$ cat config.mk
export PLATFORM = sky130hd
export DESIGN_NAME = atten_profile_regs
export DESIGN_NICKNAME = d
export VERILOG_FILES = /design/src/atten_pkg.sv /design/src/atten_profile_regs.sv /design/src/start_pulse_gen.sv
export SDC_FILE = /design/constraint.sdc
export NUM_CORES = 1
export LEC_CHECK = 0
export ABC_CLOCK_PERIOD_IN_PS = 2970
export BUFFER_PORTS_ARGS = -buffer_cell sky130_fd_sc_hd__buf_2
export CAP_MARGIN = 20
export CORE_MARGIN = 1
export CORE_UTILIZATION = 50
export DETAILED_ROUTE_END_ITERATION = 10
export PLACE_DENSITY = 0.7
export SLEW_MARGIN = 20
export SYNTH_ARGS = -nofsm -noshare
export SYNTH_HDL_FRONTEND = slang
export SYNTH_SLANG_ARGS = --single-unit
$ cat constraint.sdc
create_clock -name sys_clk -period 2.97 [get_ports sys_clk]
set_clock_uncertainty 0.1 [all_clocks]
set_input_delay 0 -clock sys_clk [delete_from_list [all_inputs] [get_ports sys_clk]]
set_output_delay 0 -clock sys_clk [all_outputs]
set_load 0.02 [all_outputs]
$ cat src/atten_pkg.sv
package atten_pkg;

  // Register offsets; printed offsets are not multiples of four, so these are
  // word indices and the byte address on a public bus would be four times this.
  localparam logic [7:0] OFS_START_WAIT = 8'hB7;
  localparam logic [7:0] OFS_ATTEN_LO = 8'hB9;
  localparam logic [7:0] OFS_ATTEN_HI = 8'hBA;
  localparam logic [7:0] OFS_FRONT_CTRL = 8'hB6;
  localparam logic [7:0] OFS_START_CTRL = 8'hB5;
  localparam logic [7:0] OFS_STATUS = 8'hBB;

  // Reset values.
  localparam logic [15:0] RST_WORD = 16'h0000;

  // Field positions inside the attenuation registers.
  localparam int HOLD_HI_BIT = 15;
  localparam int CODE_HI_MSB = 14;
  localparam int CODE_HI_LSB = 8;
  localparam int HOLD_LO_BIT = 7;
  localparam int CODE_LO_MSB = 6;
  localparam int CODE_LO_LSB = 0;

  // Field positions inside the front-end control register.
  localparam int OVR_BIT = 11;
  localparam int PROF_MSB = 13;
  localparam int PROF_LSB = 12;
  localparam int RES_MSB = 10;
  localparam int RES_LSB = 7;

  // Field position inside the start control register.
  localparam int INT_START_BIT = 14;

  // Input resistance codes with a special meaning.
  localparam logic [3:0] RES_50_OHM = 4'h0;
  localparam logic [3:0] RES_800_OHM = 4'h7;
  localparam logic [3:0] RES_OPEN = 4'hF;

  // Attenuation code width; level is -8 dB plus code times 0.125 dB.
  localparam int ATTEN_W = 7;

  typedef struct packed {
    logic [7:0] addr;
    logic [15:0] wdata;
    logic wr;
    logic rd;
  } reg_req_t;

  typedef struct packed {
    logic hold;
    logic [ATTEN_W-1:0] code;
  } profile_t;

  typedef struct packed {
    logic fixed_mode;
    logic [ATTEN_W-1:0] atten_code;
    logic input_open;
    logic [3:0] input_resistance_code;
    logic [1:0] active_profile;
  } atten_ctrl_t;

endpackage : atten_pkg

$ cat src/atten_profile_regs.sv
`timescale 1ns/1ps
`default_nettype none
// Behaviour
// - Input resistance code selects match: 0000 50 ohm, 0111 800, 1111 open.
// - Internal start repeats with period set by the 16-bit wait field.
// - Bit 15 of first attenuation register enables hold for profile 0.
// - Bit 7 of first attenuation register enables hold for profile 1.
// - Bit 15 of second attenuation register enables hold for profile 2.
// - Bit 7 of second attenuation register enables hold for profile 3.
// - Seven-bit code N sets attenuation to -8 dB plus N times 0.125 dB.
// - A profile's code acts only while that profile's hold bit is one.
// - Profile comes from pins, or from register field when override set.
// - Start source bit picks external start or internal periodic pulse.
module atten_profile_regs (
  input wire logic sys_clk,
  input wire logic rst_n,
  input wire atten_pkg::reg_req_t req,
  input wire logic [1:0] profile_pins,
  input wire logic ext_start,
  output logic [15:0] rdata,
  output atten_pkg::atten_ctrl_t ctrl,
  output logic tgc_start
);
  import atten_pkg::*;

  // One select line per mapped register; an unmapped offset sets none.
  typedef struct packed {
    logic start_wait;
    logic atten_lo;
    logic atten_hi;
    logic front_ctrl;
    logic start_ctrl;
    logic status;
  } reg_hit_t;

  // Every flip-flop of the block but those of u_gen; the outputs are read straight from it.
  typedef struct packed {
    logic [15:0] start_period_wait;
    logic [15:0] fixed_atten_profiles_lo;
    logic [15:0] fixed_atten_profiles_hi;
    logic [15:0] front_ctrl;
    logic [15:0] start_ctrl;
    logic [15:0] rdata;
    atten_ctrl_t ctrl;
    logic tgc_start;
  } regs_state_t;

  // Registered state, its next value and the decoded helpers.
  regs_state_t state_ff;
  regs_state_t nxt_state;
  logic int_pulse;
  profile_t prof [4];
  logic [1:0] sel;
  reg_hit_t wr_hit;
  reg_hit_t rd_hit;
  logic [15:0] rd_word;

  // Picks one profile's hold bit and code out of a register half.
  function automatic profile_t unpack_profile(input logic [15:0] word,
                                              input logic upper);
    profile_t p;
    if (upper) begin
      p.hold = word[HOLD_HI_BIT];
      p.code = word[CODE_HI_MSB:CODE_HI_LSB];
    end else begin
      p.hold = word[HOLD_LO_BIT];
      p.code = word[CODE_LO_MSB:CODE_LO_LSB];
    end
    return p;
  endfunction : unpack_profile

  // Override bit set: the register field names the profile, else the pins.
  function automatic logic [1:0] pick_profile(input logic [15:0] front,
                                              input logic [1:0] pins);
    logic [1:0] pick;
    if (front[OVR_BIT]) begin
      pick = front[PROF_MSB:PROF_LSB];
    end else begin
      pick = pins;
    end
    return pick;
  endfunction : pick_profile

  // Fixed mode forwards the profile's code; with the hold bit clear the
  // output is zero and the level is left to the gain curve.
  function automatic logic [ATTEN_W-1:0] gate_code(input profile_t p);
    logic [ATTEN_W-1:0] code;
    if (p.hold) begin
      code = p.code;
    end else begin
      code = '0;
    end
    return code;
  endfunction : gate_code

  // Only the all-ones code leaves the input unterminated; every other code
  // selects a matched source resistance.
  function automatic logic res_is_open(input logic [3:0] code);
    return code == RES_OPEN;
  endfunction : res_is_open

  // Start source: the internal generator when enabled, else the pin.
  function automatic logic pick_start(input logic use_int,
                                      input logic gen_pulse,
                                      input logic pin_start);
    logic start;
    if (use_int) begin
      start = gen_pulse;
    end else begin
      start = pin_start;
    end
    return start;
  endfunction : pick_start

  // Shared by the write and the read path so that both agree on which
  // offsets are mapped; the status offset is read-only.
  function automatic reg_hit_t decode_addr(input logic [7:0] addr);
    reg_hit_t hit;
    hit = '0;
    unique case (addr)
      OFS_START_WAIT: hit.start_wait = 1'b1;
      OFS_ATTEN_LO: hit.atten_lo = 1'b1;
      OFS_ATTEN_HI: hit.atten_hi = 1'b1;
      OFS_FRONT_CTRL: hit.front_ctrl = 1'b1;
      OFS_START_CTRL: hit.start_ctrl = 1'b1;
      OFS_STATUS: hit.status = 1'b1;
      default: hit = '0;
    endcase
    return hit;
  endfunction : decode_addr

  // Read multiplexer; a miss on every select line reads as zero.
  function automatic logic [15:0] read_mux(input reg_hit_t hit,
                                           input regs_state_t s);
    logic [15:0] word;
    word = RST_WORD;
    if (hit.start_wait) begin
      word = s.start_period_wait;
    end
    if (hit.atten_lo) begin
      word = s.fixed_atten_profiles_lo;
    end
    if (hit.atten_hi) begin
      word = s.fixed_atten_profiles_hi;
    end
    if (hit.front_ctrl) begin
      word = s.front_ctrl;
    end
    if (hit.start_ctrl) begin
      word = s.start_ctrl;
    end
    if (hit.status) begin
      word = {13'h0000, s.ctrl.fixed_mode, s.ctrl.active_profile};
    end
    return word;
  endfunction : read_mux

  // Internal periodic start generator; dropping the enable clears its
  // count, so the first pulse after enabling comes one full period later.
  start_pulse_gen u_gen (
    .sys_clk(sys_clk),
    .rst_n(rst_n),
    .enable(state_ff.start_ctrl[INT_START_BIT]),
    .wait_time(state_ff.start_period_wait),
    .pulse(int_pulse)
  );

  // Profile table decode and active profile choice.
  always_comb begin
    prof[0] = unpack_profile(state_ff.fixed_atten_profiles_lo, 1'b1);
    prof[1] = unpack_profile(state_ff.fixed_atten_profiles_lo, 1'b0);
    prof[2] = unpack_profile(state_ff.fixed_atten_profiles_hi, 1'b1);
    prof[3] = unpack_profile(state_ff.fixed_atten_profiles_hi, 1'b0);
    sel = pick_profile(state_ff.front_ctrl, profile_pins);
  end

  // Bus decode: a low strobe masks every select line.
  assign wr_hit = req.wr ? decode_addr(req.addr) : '0;
  assign rd_hit = req.rd ? decode_addr(req.addr) : '0;
  assign rd_word = read_mux(rd_hit, state_ff);

  // Register writes, read data and registered control outputs.
  always_comb begin
    nxt_state = state_ff;
    // Read data stands for one cycle after the strobe and is zero otherwise.
    nxt_state.rdata = rd_word;
    // A write to the status offset or to an unmapped one is dropped.
    if (wr_hit.start_wait) begin
      nxt_state.start_period_wait = req.wdata;
    end
    if (wr_hit.atten_lo) begin
      nxt_state.fixed_atten_profiles_lo = req.wdata;
    end
    if (wr_hit.atten_hi) begin
      nxt_state.fixed_atten_profiles_hi = req.wdata;
    end
    if (wr_hit.front_ctrl) begin
      nxt_state.front_ctrl = req.wdata;
    end
    if (wr_hit.start_ctrl) begin
      nxt_state.start_ctrl = req.wdata;
    end
    nxt_state.ctrl.active_profile = sel;
    nxt_state.ctrl.fixed_mode = prof[sel].hold;
    nxt_state.ctrl.atten_code = gate_code(prof[sel]);
    nxt_state.ctrl.input_resistance_code =
      state_ff.front_ctrl[RES_MSB:RES_LSB];
    nxt_state.ctrl.input_open =
      res_is_open(state_ff.front_ctrl[RES_MSB:RES_LSB]);
    nxt_state.tgc_start =
      pick_start(state_ff.start_ctrl[INT_START_BIT], int_pulse, ext_start);
  end

  // State register.
  always_ff @(posedge sys_clk or negedge rst_n) begin
    if (!rst_n) begin
      state_ff <= '0;
    end else begin
      state_ff <= nxt_state;
    end
  end

  // Outputs are the registered copies, never the next values.
  assign rdata = state_ff.rdata;
  assign ctrl = state_ff.ctrl;
  assign tgc_start = state_ff.tgc_start;
endmodule : atten_profile_regs
`default_nettype wire

$ cat src/start_pulse_gen.sv
`timescale 1ns/1ps
`default_nettype none
module start_pulse_gen (
  input wire logic sys_clk,
  input wire logic rst_n,
  input wire logic enable,
  input wire logic [15:0] wait_time,
  output logic pulse
);
  import atten_pkg::*;

  typedef struct packed {
    logic [15:0] count;
    logic pulse;
  } gen_state_t;

  gen_state_t state_ff;
  gen_state_t nxt_state;

  // Counts wait_time plus one cycles between pulses while enabled.
  always_comb begin
    nxt_state = state_ff;
    nxt_state.pulse = 1'b0;
    if (!enable) begin
      nxt_state.count = RST_WORD;
    end else if (state_ff.count >= wait_time) begin
      nxt_state.count = RST_WORD;
      nxt_state.pulse = 1'b1;
    end else begin
      nxt_state.count = state_ff.count + 16'h0001;
    end
  end

  // State register.
  always_ff @(posedge sys_clk or negedge rst_n) begin
    if (!rst_n) begin
      state_ff <= '0;
    end else begin
      state_ff <= nxt_state;
    end
  end

  assign pulse = state_ff.pulse;
endmodule : start_pulse_gen
`default_nettype wire
==> summary.txt <==
Finish
  – Final instance count without filler cells: 782
  – Share of the core filled with cells in the final layout: 60.2%
  – Ant. Diodes: 0
  – Most frequent cells in the layout: sky130_fd_sc_hd__dfrtp_1, sky130_fd_sc_hd__mux2_2, sky130_fd_sc_hd__buf_2
  – Post-layout net count: 650
  – Layout cell share with drive strength beyond 1: 30.5%
  – Most frequent standard cell in the layout excluding fill and tap cells: sky130_fd_sc_hd__dfrtp_1
  – Area added between synthesis and finish: 16.3%

Job
  – Max Cap Viol: 0

Yosys
  – Fraction of synthesized cell area taken by the top area cell type: 51.3%
  – Post-synthesis area per instance: 11.5 µm²
  – Synth Instances: 548
  – Synth area leaders: sky130_fd_sc_hd__dfrtp_1, sky130_fd_sc_hd__mux2_2, sky130_fd_sc_hd__buf_4, sky130_fd_sc_hd__a22oi_1, sky130_fd_sc_hd__ha_1
  – Count of distinct cell types in the synthesized netlist: 44
  – Number of flops mapped to enable cells by yosys: 0
  – Number of warnings reported in the yosys synthesis log: 0
  – Largest area contributor in the synthesized netlist: sky130_fd_sc_hd__dfrtp_1
  – Number of flip-flops and latches in the synthesized netlist: 129
  – Synth Flop Type: sky130_fd_sc_hd__dfrtp_1
  – Post-Synthesis Cell Area: 6290 µm²
  – Async set-reset flop share out of synthesis: 100%
  – Share of the yosys chip area belonging to registers: 51.3%
  – Number of nets produced by synthesis: 596

CTS
  – Root Driver: sky130_fd_sc_hd__clkbuf_16
  – Number of sinks on the clock net: 129
  – Deepest clock path buffer count: 2
  – Skew-Pair Late Insertion Delay: 0.42 ns
  – Number of H-tree levels: 4
  – Number of buffers added for setup after CTS: 0
  – Worst-path clk slew: 0.05 ns
  – CTS tree: built
  – Number of hold buffers added after cts: 21
  – TritonCTS Buffers: 17
  – Post-CTS sizing: 0

Floorplan
  – Die W: 114 µm
  – Standard-cell rows: 40
  – Number of ports placed on the die boundary: 63
  – Die Ht: 114 µm
  – Initial Utilization: 51.7%
  – Die Outline Area: 13000 µm²
  – Area of the core: 12200 µm²

Setup path
  – Endpoint of the most critical register-to-register path: u_gen.state_ff[6]
  – Maximum cell stage delay along the critical path: 0.40 ns
  – Worst Setup End Kind: flop
  – Kind of launch point of the worst setup path: flop
  – CP Class: reg -> reg
  – Worst endpoint required time: 3.20 ns
  – Critical path, cell by cell: inv_1, ha_1, nand2b_1, a2111oi_2, o21a_1, o2111ai_2, nor2_1
  – Worst path bufs/invs: 1
  – CP arrival: 2.57 ns
  – Slowest stage cell on the critical path: sky130_fd_sc_hd__a2111oi_2
  – Reg2reg start: u_gen.state_ff[1]
  – Origin of the worst setup path: u_gen.state_ff[1]
  – Top delay family on crit path: compound AO/OA/AOI/OAI gates
  – Critical Path Fanout Max: 16
  – Depth of the worst register-to-register path: 7
  – Worst reg-to-reg setup slack: 0.63 ns

Global routing
  – Initial antenna violation count: 0
  – Overall global routing resource usage: 24.6%
  – Total congestion overflow: 0
  – Pin count of the biggest net entering global routing: 78
  – Global-route wire length before repair: 23.8 mm
  – Via count of the first global-routing pass: 4568

Pwr
  – Leakage power figure: 3.49 nW
  – Worst IR Drop VDD: 0.381 mV
  – Total power consumption of the routed design: 4.16 mW
  – Power Dens Cells: 568 nW/µm²

Drt
  – Post-detailed-routing wire length: 14.8 mm
  – DRC viols: 0
  – Vias per Instance: 5.71
  – Drt initial violations: 370
  – Count of antenna-violating nets left after detailed routing: 0
  – Post-DR wirelength/cell: 18.9 µm
  – Pre-Repair DR Iteration Count: 6
  – Count of vias placed by the detailed router: 4466

Timing
  – Pin slew with the least headroom to its limit: 0.825 ns
  – RSZ-0062 raised after global routing: no
  – Number of hold violations in the final report: 0
  – Minimum clock period: 2.34 ns
  – Setup TNS Final: 0 ns
  – Max-slew headroom at the worst pin: 44.9%
  – Number of failing setup endpoints in the final timing report: 0
  – Worst Setup Slack, final: 0.633 ns
  – Max-slew violation count: 0
  – Part of the cycle the worst path needs: 78.7%
  – Max frequency: 428 MHz

Place
  – Placement Setup Slack: 0.724 ns
  – Number of placed instances, taps included: 730
  – Total half-perimeter wirelength after legalization and detailed placement: 9.93 mm
  – Number of I/O port buffers: 62
  – RePlAce Congestion: 0.830

Worst hold path
  – Type of the most critical hold path: in -> reg
  – Worst-case hold path end point: rdata[13]
  – Number of cells on the worst hold path: 3
  – Startpoint of the tightest hold check path: req[0]

Run status
  – Result of the run: completed
tightest hold or removal path, cell delays in order:
cell and delay, ns:
sky130_fd_sc_hd__buf_2 0.23, sky130_fd_sc_hd__a22oi_1 0.21, sky130_fd_sc_hd__a21oi_1 0.06
cell type report:
cell class / instances / area, µm²
Multi-Input combinational cell: 340 / 2610
Inverter: 19 / 71.3
Sequential cell: 129 / 3230
Timing Repair Buffer: 95 / 626
Tap cell: 168 / 210
Fill cell: 996 / 4840
Clock inverter: 4 / 47.5
Clock buffer: 27 / 523
cell usage after synthesis (8+ instances only):
| cell type | n |
|---|---|
| sky130_fd_sc_hd__buf_4 | 36 |
| sky130_fd_sc_hd__ha_1 | 17 |
| sky130_fd_sc_hd__clkbuf_1 | 13 |
| sky130_fd_sc_hd__nand3_1 | 11 |
| sky130_fd_sc_hd__a22oi_1 | 29 |
| sky130_fd_sc_hd__nand2_1 | 31 |
| sky130_fd_sc_hd__nor2_1 | 23 |
| sky130_fd_sc_hd__inv_1 | 19 |
| sky130_fd_sc_hd__o22ai_1 | 16 |
| sky130_fd_sc_hd__mux2_2 | 66 |
| sky130_fd_sc_hd__xor2_1 | 8 |
| sky130_fd_sc_hd__and2_1 | 8 |
| sky130_fd_sc_hd__a21oi_1 | 32 |
| sky130_fd_sc_hd__buf_2 | 9 |
| sky130_fd_sc_hd__dfrtp_1 | 129 |
| sky130_fd_sc_hd__o21ai_0 | 31 |
stage by stage:
stage	cell area, µm²	hold slack (ns)
after floorplan	6290	-0.396
final	7320	0.0445
after CTS	7320	0.0298
after global placement	6540	-0.0262
after global routing	7320	0.0617
after detailed placement	6540	-0.0166
routing by layer:
layer  GRT usage, %  wire length (µm)
met4           10.2               277
met5              0                 0
met1           31.3              6280
met2           40.0              7370
met3           6.62               842
power by group:
group          internal [mW]  leakage (nW)  switching (mW)  total (mW)
Sequential              1.83          1.71          0.0447        1.87
Clock                   1.28         0.279           0.710        1.99
Combinational          0.124          1.50           0.174       0.298
how the worst max path moves through the flow:
stage,cells after the start,slack [ns],to
final,7,0.63,u_gen.state_ff[6]
after CTS,7,0.61,u_gen.state_ff[3]
after global placement,7,0.82,u_gen.state_ff[5]
after detailed placement,7,0.72,u_gen.state_ff[6]
after floorplan,8,0.99,u_gen.state_ff[10]
after global routing,7,0.47,u_gen.state_ff[8]
flip-flops by register name (all words and copies together) (netlist names):
register,count
u_gen.pulse,1
prof,32
nxt_state,4
state_ff,44
u_gen.state_ff,16
ctrl,15
rdata,16
tgc_start,1
kinds of logic (layout without fill, tap and decap cells):
group	count (synthesis)	in the layout	share of synthesized area [%]
flops	129	129	51.3
compound gates	128	128	12.9
simple gates	105	105	8.35
buf+inv	79	145	7.28
mux	76	76	14.9
fa+ha+maj	17	17	3.38
xor+xnor	14	14	1.95
Power figures use the tool's default switching activity.
